## config.mk

```make
export PLATFORM = sky130hd
export DESIGN_NAME = crta_rtc
export DESIGN_NICKNAME = d
export VERILOG_FILES = /design/src/common/crta_pkg.sv /design/src/logic/crta_rtc.sv
export SDC_FILE = /design/constraint.sdc
export NUM_CORES = 1
export LEC_CHECK = 0
export BUFFER_PORTS_ARGS = -buffer_cell sky130_fd_sc_hd__buf_2
export CORE_ASPECT_RATIO = 0.6
export CORE_UTILIZATION = 60
export CTS_BUF_LIST = sky130_fd_sc_hd__clkbuf_8
export CTS_CLUSTER_SIZE = 40
export DETAILED_ROUTE_END_ITERATION = 12
export PLACE_DENSITY = 0.77
export SYNTH_ARGS = -nofsm -noshare
export SYNTH_HDL_FRONTEND = slang
export SYNTH_SLANG_ARGS = --single-unit
```

## constraint.sdc

```tcl
create_clock -name core_clk -period 4.4 [get_ports core_clk]
set_clock_uncertainty 0.1 [all_clocks]
set_input_delay 0.66 -clock core_clk [delete_from_list [all_inputs] [get_ports core_clk]]
set_output_delay 0.66 -clock core_clk [all_outputs]
set_load 0.005 [all_outputs]
```

## src/common/crta_pkg.sv

```systemverilog
// Constants shared by the calendar clock with alarm: register offsets,
// control field positions, count limits and divider figures.
// Assumes an 8-bit processor I/O port with byte-wide registers.
//
// Operation
// - Separate counts, seconds through century, 24-hour
// - Format bit picks binary or packed decimal
// - Day-of-month correct; leap years only decimal
// - Alarm matches every enabled set-point together
// - Alarm sets flag; interrupt when enabled
// - Reading control register clears flag and interrupt
// - Alarm registers writable locked or unlocked
// - Alarm compared each one-second count advance
// - Writing unlock zero forces immediate comparison
// - Crystal or line clock source, selectable
// - Control register write resets the divider
// - Alarm enables cleared after power-up
// - Clearing unlock resets then runs divider
// - Unlocked stops counting, allows count writes
// - Reset leaves clock locked
// - Reset leaves count registers untouched
// - Seconds: decimal tens 0-5, binary 00h-3Bh
// - Minutes: binary 00h-3Bh, decimal ones 0-9
// - Hours: binary 00h-17h, decimal tens 0-2
// - Weekday, day and month start at 01h
package crta_pkg;

  // ---------------------------------------------------------------
  // Register map
  // ---------------------------------------------------------------
  localparam logic [7:0] ADDR_SECOND  = 8'he0;
  localparam logic [7:0] ADDR_MINUTE  = 8'he1;
  localparam logic [7:0] ADDR_ALM_SEC = 8'he8;
  localparam logic [7:0] ADDR_ALM_EN  = 8'hec;
  localparam logic [7:0] ADDR_CTRL    = 8'hed;
  localparam int         NUM_COUNTS   = 8;
  localparam int         NUM_ALARMS   = 4;

  // Count indices, offset from the seconds register
  localparam logic [2:0] IDX_SEC = 3'h0;
  localparam logic [2:0] IDX_MIN = 3'h1;
  localparam logic [2:0] IDX_HR  = 3'h2;
  localparam logic [2:0] IDX_DOW = 3'h3;
  localparam logic [2:0] IDX_DOM = 3'h4;
  localparam logic [2:0] IDX_MON = 3'h5;
  localparam logic [2:0] IDX_YR  = 3'h6;
  localparam logic [2:0] IDX_CEN = 3'h7;

  // ---------------------------------------------------------------
  // Control register fields
  // ---------------------------------------------------------------
  localparam int CTRL_UNLOCK   = 0;
  localparam int CTRL_LINE_SRC = 1;
  localparam int CTRL_FREQ_50  = 2;
  localparam int CTRL_IRQ_EN   = 3;
  localparam int CTRL_DECIMAL  = 4;
  localparam int CTRL_ALARM    = 7;

  // ---------------------------------------------------------------
  // Count limits, binary form
  // ---------------------------------------------------------------
  localparam logic [7:0] LIM_SEC  = 8'h3b;
  localparam logic [7:0] LIM_HR   = 8'h17;
  localparam logic [7:0] LIM_DOW  = 8'h07;
  localparam logic [7:0] LIM_MON  = 8'h0c;
  localparam logic [7:0] LIM_YR   = 8'h63;
  localparam logic [7:0] DAYS_31  = 8'h1f;
  localparam logic [7:0] DAYS_30  = 8'h1e;
  localparam logic [7:0] DAYS_29  = 8'h1d;
  localparam logic [7:0] DAYS_28  = 8'h1c;
  localparam logic [7:0] MON_FEB  = 8'h02;
  localparam logic [7:0] FIRST_ONE  = 8'h01;
  localparam logic [7:0] FIRST_ZERO = 8'h00;
  localparam logic [3:0] DIGIT_MAX  = 4'h9;

  // ---------------------------------------------------------------
  // Divider figures
  // ---------------------------------------------------------------
  localparam int         XTAL_HZ   = 32768;
  localparam logic [15:0] LINE_50HZ = 16'h0032;
  localparam logic [15:0] LINE_60HZ = 16'h003c;

endpackage

```

## src/logic/crta_rtc.sv

```systemverilog
// Calendar clock with match alarm, reached over the processor I/O port.
// Assumes the crystal and line clock arrive as slow unsynchronised levels
// and that software follows the unlock, set, lock sequence.
module crta_rtc #(
  parameter int XTAL_DIV = crta_pkg::XTAL_HZ
) (
  // Clock and reset
  input  wire logic       core_clk,
  input  wire logic       reset,
  // Count sources
  input  wire logic       xtalClkIn,
  input  wire logic       lineClkIn,
  // Processor I/O port
  input  wire logic [7:0] ioAddr,
  input  wire logic       ioWrEn,
  input  wire logic       ioRdEn,
  input  wire logic [7:0] ioWrData,
  output logic      [7:0] ioRdData,
  // Alarm request
  output logic            alarmIrq
);
  import crta_pkg::*;

  // ---------------------------------------------------------------
  // Behaviour summary
  // ---------------------------------------------------------------
  // Register layout, byte wide, one strobe per access:
  //   E0 seconds, E1 minutes, E2 hours, E3 weekday
  //   E4 day of month, E5 month, E6 year, E7 century
  //   E8 to EB alarm seconds, minutes, hours, weekday
  //   EC alarm enables, one bit per set-point
  //   ED control: unlock, line source, 50 Hz, irq enable, decimal
  //   ED bit 7 alarm flag, read only, cleared by the same read
  // Reads of unmapped offsets return zero; writes there are dropped.
  //
  // Count path:
  //   Both sources pass two flops before the edge detect
  //   Third flop only keeps the previous settled level
  //   Selected source edges feed the one-second divider
  //   Divider end gives a one-cycle tick enable
  //   Tick steps seconds; carries ripple upward in the same cycle
  //   Counts keep their value through reset, so time survives it
  //
  // Locking:
  //   Unlocked holds the divider at zero and stops counting
  //   Count writes land only while unlocked
  //   Any control write clears the divider, so the next second
  //   starts fresh; software writes seconds just before locking
  //
  // Alarm path:
  //   Compare request one cycle after a tick or a lock write
  //   The delay lets the compare see the freshly stepped counts
  //   Flag and request rise one cycle after the compare
  //   No enabled set-point means no alarm, by choice
  //   A hit in the cycle of a clearing read keeps the flag set,
  //   so an alarm is never lost to a racing read
  //
  // Limitations:
  //   Out-of-range written values simply count up until they wrap
  //   on the exact limit; software must write legal values
  //   Leap days follow the year only; century is not consulted
  //   Binary mode never inserts a leap day

  // ---------------------------------------------------------------
  // Helper functions
  // ---------------------------------------------------------------
  // Binary value to packed decimal, values below 100 only
  function automatic logic [7:0] toBcd(input logic [7:0] b);
    toBcd = {4'(b / 8'd10), 4'(b % 8'd10)};
  endfunction

  // Last day of the month in binary; leap day only in decimal mode
  function automatic logic [7:0] lastDay(input logic [7:0] mon, input logic [7:0] yr,
                                         input logic bcd);
    logic leap;
    leap = 1'b0;
    if (bcd) begin
      leap = yr[4] ? (yr[3:0] == 4'h2 || yr[3:0] == 4'h6)
                   : (yr[3:0] == 4'h0 || yr[3:0] == 4'h4 || yr[3:0] == 4'h8);
    end
    case (bcd ? 8'((mon[7:4] * 4'd10) + mon[3:0]) : mon)
      8'd4, 8'd6, 8'd9, 8'd11: lastDay = DAYS_30;
      MON_FEB:                 lastDay = leap ? DAYS_29 : DAYS_28;
      default:                 lastDay = DAYS_31;
    endcase
  endfunction

  // Limit of each count, binary form
  function automatic logic [7:0] limitOf(input logic [2:0] idx, input logic [7:0] mon,
                                         input logic [7:0] yr, input logic bcd);
    case (idx)
      IDX_SEC, IDX_MIN: limitOf = LIM_SEC;
      IDX_HR:           limitOf = LIM_HR;
      IDX_DOW:          limitOf = LIM_DOW;
      IDX_DOM:          limitOf = lastDay(mon, yr, bcd);
      IDX_MON:          limitOf = LIM_MON;
      default:          limitOf = LIM_YR;
    endcase
  endfunction

  // Counts that restart at one rather than zero
  function automatic logic [7:0] firstOf(input logic [2:0] idx);
    if (idx == IDX_DOW || idx == IDX_DOM || idx == IDX_MON) begin
      firstOf = FIRST_ONE;
    end else begin
      firstOf = FIRST_ZERO;
    end
  endfunction

  // One step of a count: {carry, next value}
  function automatic logic [8:0] stepCount(input logic [7:0] v, input logic [7:0] limBin,
                                           input logic [7:0] first, input logic bcd);
    logic [7:0] lim;
    lim = bcd ? toBcd(limBin) : limBin;
    if (v == lim) begin
      stepCount = {1'b1, first};
    end else if (bcd && v[3:0] == DIGIT_MAX) begin
      stepCount = {1'b0, 4'(v[7:4] + 4'd1), 4'h0};
    end else begin
      stepCount = {1'b0, 8'(v + 8'd1)};
    end
  endfunction

  // ---------------------------------------------------------------
  // Source synchronisers and edge detect
  // ---------------------------------------------------------------
  logic [2:0] xtalSync_reg;
  logic [2:0] lineSync_reg;

  // Third stage only remembers the previous settled level
  always_ff @(posedge core_clk) begin
    xtalSync_reg <= {xtalSync_reg[1:0], xtalClkIn};
    lineSync_reg <= {lineSync_reg[1:0], lineClkIn};
  end

  // ---------------------------------------------------------------
  // Control, divider and alarm state
  // ---------------------------------------------------------------
  logic       unlock_reg,   unlock_next;
  logic       lineSrc_reg,  lineSrc_next;
  logic       freq50_reg,   freq50_next;
  logic       irqEn_reg,    irqEn_next;
  logic       decimal_reg,  decimal_next;
  logic       alarmFlag_reg, alarmFlag_next;
  logic       alarmIrq_reg, alarmIrq_next;
  logic       cmpReq_reg,   cmpReq_next;
  logic [3:0] almEn_reg,    almEn_next;
  logic [15:0] divCnt_reg,  divCnt_next;
  logic [7:0] rdData_reg,   rdData_next;
  logic       tick;
  logic       srcEdge;
  logic       ctrlWr;
  logic       alarmHit;
  logic [15:0] divTarget;
  logic [7:0] cnt_reg  [NUM_COUNTS];
  logic [7:0] cnt_next [NUM_COUNTS];
  logic [7:0] alm_reg  [NUM_ALARMS];
  logic [7:0] alm_next [NUM_ALARMS];

  // Divider, control writes and alarm flag
  always_comb begin
    ctrlWr    = ioWrEn && ioAddr == ADDR_CTRL;
    srcEdge   = lineSrc_reg ? (lineSync_reg[1] && !lineSync_reg[2])
                            : (xtalSync_reg[1] && !xtalSync_reg[2]);
    divTarget = lineSrc_reg ? (freq50_reg ? LINE_50HZ : LINE_60HZ)
                            : 16'(XTAL_DIV);
    tick      = 1'b0;
    divCnt_next = divCnt_reg;
    if (ctrlWr || unlock_reg) begin
      divCnt_next = 16'h0000;
    end else if (srcEdge) begin
      if (divCnt_reg == 16'(divTarget - 16'd1)) begin
        divCnt_next = 16'h0000;
        tick        = 1'b1;
      end else begin
        divCnt_next = 16'(divCnt_reg + 16'd1);
      end
    end
    unlock_next  = unlock_reg;
    lineSrc_next = lineSrc_reg;
    freq50_next  = freq50_reg;
    irqEn_next   = irqEn_reg;
    decimal_next = decimal_reg;
    almEn_next   = almEn_reg;
    if (ctrlWr) begin
      unlock_next  = ioWrData[CTRL_UNLOCK];
      lineSrc_next = ioWrData[CTRL_LINE_SRC];
      freq50_next  = ioWrData[CTRL_FREQ_50];
      irqEn_next   = ioWrData[CTRL_IRQ_EN];
      decimal_next = ioWrData[CTRL_DECIMAL];
    end
    if (ioWrEn && ioAddr == ADDR_ALM_EN) begin
      almEn_next = ioWrData[3:0];
    end
    // Compare one cycle after the count moves, so new values are seen
    cmpReq_next = (tick && !unlock_reg) || (ctrlWr && !ioWrData[CTRL_UNLOCK]);
    alarmHit = cmpReq_reg && almEn_reg != 4'h0;
    for (int i = 0; i < NUM_ALARMS; i++) begin
      if (almEn_reg[i] && alm_reg[i] != cnt_reg[i]) begin
        alarmHit = 1'b0;
      end
    end
    // A new hit beats the read that clears
    alarmFlag_next = alarmHit || (alarmFlag_reg && !(ioRdEn && ioAddr == ADDR_CTRL));
    alarmIrq_next  = (alarmHit && irqEn_reg)
                   || (alarmIrq_reg && !(ioRdEn && ioAddr == ADDR_CTRL));
    rdData_next = rdData_reg;
    if (ioRdEn) begin
      rdData_next = 8'h00;
      if (ioAddr >= ADDR_SECOND && ioAddr < ADDR_ALM_SEC) begin
        rdData_next = cnt_reg[3'(ioAddr - ADDR_SECOND)];
      end else if (ioAddr >= ADDR_ALM_SEC && ioAddr < ADDR_ALM_EN) begin
        rdData_next = alm_reg[2'(ioAddr - ADDR_ALM_SEC)];
      end else if (ioAddr == ADDR_ALM_EN) begin
        rdData_next = {4'h0, almEn_reg};
      end else if (ioAddr == ADDR_CTRL) begin
        rdData_next = 8'h00;
        rdData_next[CTRL_UNLOCK]   = unlock_reg;
        rdData_next[CTRL_LINE_SRC] = lineSrc_reg;
        rdData_next[CTRL_FREQ_50]  = freq50_reg;
        rdData_next[CTRL_IRQ_EN]   = irqEn_reg;
        rdData_next[CTRL_DECIMAL]  = decimal_reg;
        rdData_next[CTRL_ALARM]    = alarmFlag_reg;
      end
    end
  end

  // Control registers; reset locks the clock and drops the alarm enables
  always_ff @(posedge core_clk) begin
    if (reset) begin
      unlock_reg    <= 1'b0;
      lineSrc_reg   <= 1'b0;
      freq50_reg    <= 1'b0;
      irqEn_reg     <= 1'b0;
      decimal_reg   <= 1'b0;
      alarmFlag_reg <= 1'b0;
      alarmIrq_reg  <= 1'b0;
      cmpReq_reg    <= 1'b0;
      almEn_reg     <= 4'h0;
      divCnt_reg    <= 16'h0000;
      rdData_reg    <= 8'h00;
    end else begin
      unlock_reg    <= unlock_next;
      lineSrc_reg   <= lineSrc_next;
      freq50_reg    <= freq50_next;
      irqEn_reg     <= irqEn_next;
      decimal_reg   <= decimal_next;
      alarmFlag_reg <= alarmFlag_next;
      alarmIrq_reg  <= alarmIrq_next;
      cmpReq_reg    <= cmpReq_next;
      almEn_reg     <= almEn_next;
      divCnt_reg    <= divCnt_next;
      rdData_reg    <= rdData_next;
    end
  end

  // ---------------------------------------------------------------
  // Time counts and alarm set-points
  // ---------------------------------------------------------------
  // Carry ripples from seconds upward in one cycle
  always_comb begin
    logic       carry;
    logic [8:0] stepped;
    carry   = tick && !unlock_reg;
    stepped = 9'h000;
    for (int i = 0; i < NUM_COUNTS; i++) begin
      cnt_next[i] = cnt_reg[i];
      if (carry) begin
        stepped = stepCount(cnt_reg[i],
                            limitOf(3'(i), cnt_reg[IDX_MON], cnt_reg[IDX_YR], decimal_reg),
                            firstOf(3'(i)), decimal_reg);
        cnt_next[i] = stepped[7:0];
        // Weekday rolls on its own; the day count takes the hour carry
        carry = (i == IDX_DOW) ? carry : stepped[8];
      end
      if (unlock_reg && ioWrEn && ioAddr == 8'(ADDR_SECOND + 8'(i))) begin
        cnt_next[i] = ioWrData;
      end
    end
    for (int j = 0; j < NUM_ALARMS; j++) begin
      alm_next[j] = alm_reg[j];
      if (ioWrEn && ioAddr == 8'(ADDR_ALM_SEC + 8'(j))) begin
        alm_next[j] = ioWrData;
      end
    end
  end

  // Counts and set-points keep their values through reset
  always_ff @(posedge core_clk) begin
    cnt_reg <= cnt_next;
    alm_reg <= alm_next;
  end

  // ---------------------------------------------------------------
  // Outputs
  // ---------------------------------------------------------------
  assign ioRdData = rdData_reg;
  assign alarmIrq = alarmIrq_reg;

endmodule

```

# == Word level (Yosys, flattened, before mapping) ==
# Index checks and enable logic that the tools add are counted.
# classes
reduce_logical,62
mul,1
shifts,0
bitwise_logic,2
n_addsub,21
eq_ne,44
div,16
magnitude_cmp,6
n_mux,81
# ops
operator,count
2-to-1 mux 8 bit,51
== test 8 bit (second input constant),14
adder 8 x 1 -> 8 bit (second input constant),8
divider 8 x 4 -> 8 bit (second input constant),8
== test 8 bit,8
remainder unit 8 x 4 -> 8 bit (second input constant),8
2-to-1 mux 9 bit,6
logical AND 1 bit,38
== test 4 bit (second input constant),9
adder 4 x 1 -> 4 bit (second input constant),8
2-to-1 mux 16 bit,2
inequality test 8 bit,4
binary-select mux 8 bit (select 3 bit),1
2-to-1 mux 1 bit,18
adder 16 x 1 -> 16 bit (second input constant),1
binary-select mux 8 bit (select 2 bit),1
== test 16 bit,1
== test 8 x 3 -> 1 bit (second input constant),2
== test 8 x 4 -> 1 bit (second input constant),2
>= comparator 8 bit (second input constant),2
< comparator 8 bit (second input constant),2
nonzero test 2 bit,8
subtractor 16 x 1 -> 16 bit (second input constant),1
adder 8 x 4 -> 8 bit,1
18 further kinds,29
# word_totals
mem_bits_rw,0
elab_cells,258
latch_bits,0
inputBits,22
romBits,0
reg_bits,138
n_memories,0

# == Depth between registers and ports, before layout ==
# Gate-level depths: netlist (run 1).
# depth
ltp_word,54
ltp_mapped,12
ltp_nobuf,10

# == Worst setup path before layout (run 1) ==
# No wires, ideal clock.
# synth_timing
kind,register to register
startpoint,register cnt_reg[21] (netlist bit)
endpoint,register cnt_reg[0] (netlist bit) (enable)
required_ns,3.970
arrival_ns,3.554
path_stages_with_launch,11
period_less_slack_ns,3.983
path_slack_ns,0.417
path_cell_list,edfxtp_1 ha_1 ha_1 fa_1 or4b_1 o211ai_1 o22ai_1 or4_1 a222oi_1 buf_4 a41o_1
# synth_via
elab_chain_len,15
elab_cells_between_ends,22
# synth_lines
element,line,source
start: declaration,crta_rtc.sv:155,logic [7:0] cnt_reg [NUM_COUNTS];
start signal: assignment,crta_rtc.sv:290,cnt_reg <= cnt_next;
multiplier 4 x 3 -> 7 bit,crta_rtc.sv:81,case (bcd ? 8'((mon[7:4] * 4'd10) + mon[3:0]) : mon)
adder 8 x 4 -> 8 bit,crta_rtc.sv:81,
2-to-1 mux 8 bit,crta_rtc.sv:81,
== test 8 x 3 -> 1 bit / == test 8 x 4 -> 1 bit (equally long branches),crta_rtc.sv:81,
OR reduction 4 bit,crta_rtc.sv:81,
one-hot mux 2 bit (2 select lines),crta_rtc.sv:81,
2-to-1 mux 8 bit,crta_rtc.sv:268,if (carry) begin
remainder unit 8 x 4 -> 8 bit / divider 8 x 4 -> 8 bit (equally long branches),crta_rtc.sv:69,"toBcd = {4'(b / 8'd10), 4'(b % 8'd10)};"
2-to-1 mux 8 bit,crta_rtc.sv:114,lim = bcd ? toBcd(limBin) : limBin;
== test 8 bit,crta_rtc.sv:115,if (v == lim) begin
2-to-1 mux 9 bit,crta_rtc.sv:115,
2-to-1 mux 1 bit,crta_rtc.sv:268,
2-to-1 mux 1 bit (*) (2 in series),crta_rtc.sv:268,
nonzero test 2 bit (no source line) (*),--,
# Mark *: on every way between the ends. The rest lies on a longest branch, timed or not. The select of a mux whose other input is x is not followed.
# A chain may end at the register's enable or synchronous reset.

# == Worst setup path in the final report (run 1) ==
# layout_timing
startpoint,register cnt_reg[21] (netlist bit)
endpoint,register cnt_reg[2] (netlist bit) (enable)
# The elaborated chain is that of the path after synthesis.

==> impl_metrics.env, run 1 <==
export IMPL_antenna_found_initial=0
export IMPL_cts_tree="yes"
export IMPL_fp_row_count=34
export IMPL_synth_nets=958
export IMPL_worst_pin_slew_ps=1110
export IMPL_leakage_nw=3.252
export IMPL_largest_register_ffs=64
export IMPL_antennaDiodeCount=0
export IMPL_fin_setup_tns_ps=0
export IMPL_fin_crit_ps=4214
export IMPL_drc=0
export IMPL_vias=7354
export IMPL_finalWirelength_mm=24.55
export IMPL_synth_cells=896
export IMPL_path_class="register to register"
export IMPL_synth_seq_cells=138
export IMPL_gp_congestion=0.9252
export IMPL_placedCellCount=1085
export IMPL_syn_to_final_growth_pct=6.588
export IMPL_first_iter_violations=939
export IMPL_yosysTopAreaCell="edfxtp_1"
export IMPL_syn_area_sq_mm=0.008889
export IMPL_grt_pass1_vias=6503
export IMPL_place_hpwl_mm=17.87
export IMPL_hold_viol=0
export IMPL_grt_start_max_net_pins=34
export IMPL_ios=31
export IMPL_maxCapViolations=0
export IMPL_ys_seq_area_share_pct=41.89
export IMPL_crit_path_max_fanout=10
export IMPL_p_sw_share_pct=25.68
export IMPL_synth_top_cell_area_share_pct=32.43
export IMPL_power_frac_clock_pct=38.4
export IMPL_die_w_um=159.1
export IMPL_clock_latency_ps=460
export IMPL_async_flop_share_pct=0
export IMPL_clock_root_buffer="clkbuf_8"
export IMPL_fin_cells=1116
export IMPL_combPwrFrac_pct=4.5
export IMPL_synth_edf_count=96
export IMPL_track_usage_pct=33.19
export IMPL_cp_required_ps=4430
export IMPL_clk_pin_slew_ps=80
export IMPL_ir_worst_vdd_mv=0.1713
export IMPL_synth_area_top_cells="edfxtp_1 32%, dfxtp_1 9.5%, xnor2_1 7.3%"
export IMPL_hold_path_class="input port to register"
export IMPL_wl_per_cell_um=22.00
export IMPL_synth_area_per_cell_sq_um=9.920
export IMPL_p_int_mw=1.805
export IMPL_relSlewSlack_pct=25.43
export IMPL_cp_start_kind="register"
export IMPL_power_frac_seq_pct=57.1
export IMPL_cts_num_sinks=138
export IMPL_portBuffers=30
export IMPL_drv_slew=0
export IMPL_viasPerCell=6.590
export IMPL_powerDensity_mw_per_mm2=256.4
export IMPL_netlist_top_cells_count="99 x nand2_1, 96 x edfxtp_1, 74 x xnor2_1"
export IMPL_cts_hold_fix_buffers=0
export IMPL_ys_warn_count=0
export IMPL_outcome="finished, final reports clean"
export IMPL_nFillCells=1163
export IMPL_numCtsBuffers=17
export IMPL_grt_pass1_wl_mm=37.78
export IMPL_worstPathArrival_ps=4240
export IMPL_yosysUniqueCellTypes=72
export IMPL_core_sq_mm=0.01446
export IMPL_clock_path_buffers=2
export IMPL_finalSetupViolCount=0
export IMPL_rsz0062_at_grt="no"
export IMPL_num_nets_final=968
export IMPL_setup_worst_path_end_class="register"
export IMPL_die_h_um=96.28
export IMPL_first_pass_iters=6
export IMPL_net_switching_power_uw=623.7
export IMPL_post_route_period_util_pct=95.78
export IMPL_htreeDepth=4
export IMPL_overflow=0
export IMPL_max_freq_ghz=0.2373
export IMPL_synth_most_common_cell="nand2_1"
export IMPL_die_area_sq_mm=0.01532
export IMPL_cts_setup_buffers=0
export IMPL_ys_flop_type="edfxtp_1"
export IMPL_drive_gt1_share_pct=12.53
export IMPL_ant_nets=0
export IMPL_cts_repair_resize_count=0
export IMPL_start_util_pct=61.45
through the flow:
step	power, mW	setup slack, ps	instance area (sq um)	util, %	hold WS (ps)
floorplan	1.477	416.6	8889	-	209.6
global placement	1.521	309.2	9139	63.18	211.3
detailed placement	1.523	226.4	9139	63.18	212.1
CTS	2.425	204.3	9474	65.50	198.1
global route	2.490	52.42	9474	65.50	201.4
finish	2.429	185.6	9474	65.50	203.5
power groups by stage:
stage                     Sequential [mW]  Combinational [mW]  Clock (mW)
after floorplan                      1.42              0.0610           0
after global placement               1.42               0.104           0
after detailed placement             1.42               0.106           0
after CTS                            1.39               0.106       0.931
after global routing                 1.39               0.115       0.987
final                                1.39               0.110       0.932
logic make-up after synthesis:
family,after synthesis,synth area share (%)
mux,34,7.221
xor+xnor,100,9.854
simple gates,335,19.16
buf+inv,85,4.279
flops,138,41.89
fa+ha+maj,40,5.800
compound gates,164,11.80
worst max-delay path, cell delays in order (launching register included):
cell      delay (ps)
edfxtp_1         420
ha_1             320
ha_1             230
fa_1             470
or4b_1           540
o211ai_1         170
o22ai_1          160
or4_1            510
a222oi_1         300
buf_4            260
a41o_1           410
cell type report:
cell class              instances  area [sq um]  share of cell area (%)
multi-input cells             673          4785                   50.50
flip-flops and latches        138          3724                   39.30
repair buffers                 46         270.3                   2.853
well taps                     198         247.7                   2.615
clock buffers                  17         234.0                   2.470
inverters                      30         112.6                   1.189
clock inverters                14         101.3                   1.070
routing by layer:
metal  vias up  global-route usage (%)  part of all wire [%]
met2       492                   45.21                    40
met4         0                   8.333                   1.5
met1      3492                   49.68                    44
li1       3331                       -                     -
met3        39                   11.20                    14
met5         -                       0                     0
path summary, 6_finish.rpt:
| path | from | end | slack (ps) | depth (start not counted) |
|---|---|---|---|---|
| setup / recovery | cnt_reg[21] | cnt_reg[2] | 190 | 10 |
| hold reg to reg | xtalSync_reg[0] | xtalSync_reg[1] | 230 | 0 |
| setup reg to reg | cnt_reg[21] | cnt_reg[2] | 190 | 10 |
| hold / removal | lineClkIn | lineSync_reg[0] | 200 | 1 |
placed cells by master (no fill, tap or decap), types with 12 or more instances in the layout:
cell      instances
a21oi_1          48
buf_2            30
buf_4            16
clkbuf_8         17
dfxtp_1          42
edfxtp_1         96
ha_1             38
inv_1            29
mux4_2           24
nand2_1          99
nand3_1          58
nand4_1          20
nor2_1           64
nor3_1           12
o21ai_0          38
o22ai_1          17
xnor2_1          74
xor2_1           26
(Power assumes the default switching activity.)
==> inputs of run 2 (changes only) <==
--- a/config.mk
+++ b/config.mk
@@ -7,11 +7,10 @@
 export LEC_CHECK = 0
 export BUFFER_PORTS_ARGS = -buffer_cell sky130_fd_sc_hd__buf_2
 export CORE_ASPECT_RATIO = 0.6
-export CORE_UTILIZATION = 60
-export CTS_BUF_LIST = sky130_fd_sc_hd__clkbuf_8
+export CORE_UTILIZATION = 57
 export CTS_CLUSTER_SIZE = 40
 export DETAILED_ROUTE_END_ITERATION = 12
-export PLACE_DENSITY = 0.77
+export PLACE_DENSITY = 0.74
 export SYNTH_ARGS = -nofsm -noshare
 export SYNTH_HDL_FRONTEND = slang
 export SYNTH_SLANG_ARGS = --single-unit
==> constraint.sdc (replaced) <==
create_clock -name core_clk -period 3.87 [get_ports core_clk]
set_clock_uncertainty 0.1 [all_clocks]
set_input_delay 0.5805 -clock core_clk [delete_from_list [all_inputs] [get_ports core_clk]]
set_output_delay 0.5805 -clock core_clk [all_outputs]
set_load 0.005 [all_outputs]
==> run 2 against run 1 <==
Compared with the run above: flip-flop and latch count did not move; power grew 39%; cell count up 1.3%; combinational power grew 15%; worst hold slack worse by 60 ps; sequential power up 14%; clock-buffer cell count grew 2; via count up 4.2%; register-to-register slack worse by 140 ps; largest cell class unchanged.
==> impl_metrics.env, run 2 (synthesis results as in run 1) <==
export IMPL_hold_depth=1
export IMPL_cp_required_ps=3900
export IMPL_grt_pass1_vias=7164
export IMPL_rrSetupSlack_ps=40
export IMPL_wl_per_cell_um=23.68
export IMPL_r2r_end="cnt_reg[0]"
export IMPL_overflow=0
export IMPL_ant_nets=0
export IMPL_crit_path_max_fanout=8
export IMPL_clock_root_buffer="clkbuf_16"
export IMPL_clock_latency_ps=440
export IMPL_cp_start_kind="register"
export IMPL_ir_worst_vdd_mv=0.2477
export IMPL_cts_tree="yes"
export IMPL_syn_to_final_growth_pct=11.04
export IMPL_finalPower_mw=3.373
export IMPL_num_nets_final=981
export IMPL_r2r_cells=10
export IMPL_cts_num_sinks=138
export IMPL_clk_pin_slew_ps=70
export IMPL_finalSetupViolCount=0
export IMPL_setup_ws_ps=42.61
export IMPL_finalWirelength_mm=26.76
export IMPL_final_cell_mix="99 x nand2_1, 96 x edfxtp_1, 74 x xnor2_1, 64 x nor2_1, 58 x nand3_1"
export IMPL_htreeDepth=4
export IMPL_die_w_um=163.2
export IMPL_worstPathArrival_ps=3860
export IMPL_r2r_start="cnt_reg[23]"
export IMPL_setup_worst_path_end_class="register"
export IMPL_min_to="xtalSync_reg[0]"
export IMPL_post_route_period_util_pct=98.90
export IMPL_dp_slack_ps=-59.11
export IMPL_drv_slew=0
export IMPL_vias=7663
export IMPL_rsz0062_at_grt="yes"
export IMPL_place_hpwl_mm=19.69
export IMPL_outcome="finished, final reports clean"
export IMPL_max_freq_ghz=0.2613
export IMPL_hold_start="xtalClkIn"
export IMPL_worst_pin_slew_ps=845.7
export IMPL_fp_row_count=34
export IMPL_final_common_cell="nand2_1"
export IMPL_start_util_pct=59.87
export IMPL_drc=0
export IMPL_maxCapViolations=0
export IMPL_relSlewSlack_pct=43.41
export IMPL_clock_path_buffers=2
export IMPL_first_iter_violations=1201
export IMPL_antenna_found_initial=0
export IMPL_numCtsBuffers=17
export IMPL_powerDensity_mw_per_mm2=341.7
export IMPL_largest_register_ffs=64
export IMPL_die_area_sq_mm=0.01611
export IMPL_fin_crit_ps=3827
export IMPL_track_usage_pct=34.81
export IMPL_drive_gt1_share_pct=14.59
export IMPL_antennaDiodeCount=0
export IMPL_leakage_nw=3.443
export IMPL_die_h_um=98.73
export IMPL_hold_viol=0
export IMPL_grt_pass1_wl_mm=41.50
export IMPL_path_class="register to register"
export IMPL_grt_start_max_net_pins=34
export IMPL_ios=31
export IMPL_portBuffers=30
export IMPL_first_pass_iters=6
export IMPL_viasPerCell=6.781
export IMPL_core_sq_mm=0.01485
export IMPL_gp_congestion=0.9915
export IMPL_hold_path_class="input port to register"
## run 2: changes by cell type in the layout (fill, tap and decap cells not counted), sizes merged
cell / before / now
buf: 46 / 59
clkbuf: 17 / 19
clkinv: 8 / 2
clkinvlp: 3 / 1
inv: 33 / 40
## run 2: layout make-up
cell class,instances,area [sq um]
tap,198,247.7
clock buffer,19,475.5
clock inverter,13,115.1
timing repair buffer,59,367.9
multi-input combinational,673,4827
sequential,138,3724
inverter,30,112.6
fill,1116,4977
## run 2: critical path, cell delays in order, from the launching register on
cell      delay [ps]
edfxtp_1         400
ha_1             310
ha_2             190
fa_1             510
or4b_1           480
o211ai_1         200
o22ai_2          130
or4_1            410
a222oi_1         300
buf_4            240
a41o_4           270
## run 2: where the power goes
part	total (mW)	internal (mW)	switching, mW
clock	1.67	0.924	0.743
combinational	0.127	0.0401	0.0867
sequential	1.58	1.57	0.00601
## run 2: what timing repair did
action / CTS / global route
setup buffers: 1 / 2
pin swaps: 0 / 4
hold buffers: 0 / 0
endpoints found under the setup margin: 24 / 31
gates cloned: 0 / 0
gates resized for setup: 0 / 1
## run 2: routing by layer
metal | vias to the layer above | track usage [%] | share of wire (%)
li1 | 3365 | - | -
met1 | 3622 | 52.66 | 42
met2 | 611 | 44.30 | 38
met3 | 65 | 14.27 | 17
met4 | 0 | 10.71 | 2.2
met5 | - | 0 | 0
## run 2: how the worst max path moves through the flow
stage / from / endpoint / slack [ps]
after detailed placement: cnt_reg[23] / cnt_reg[2] / -60
after floorplan: cnt_reg[21] / cnt_reg[0] / 60
after global routing: cnt_reg[23] / cnt_reg[0] / -70
after CTS: cnt_reg[23] / cnt_reg[0] / 5
after global placement: cnt_reg[23] / cnt_reg[4] / 7
final: cnt_reg[23] / cnt_reg[0] / 40
## run 2: stage by stage
stage | cell area, sq um | std cells | setup TNS (ps) | util, % | hold WS, ps
4_1_cts | 9847 | 1128 | 0 | 66.32 | 140.7
6_report | 9869 | 1130 | 0 | 66.48 | 143.2
5_1_grt | 9869 | 1130 | -1153 | 66.48 | 132.5
3_5_place_dp | 9249 | 1095 | -871.1 | 62.30 | 215.1
3_3_place_gp | 9249 | 1095 | 0 | 62.30 | 210.0
2_1_floorplan | 8917 | 896 | 0 | - | 209.6
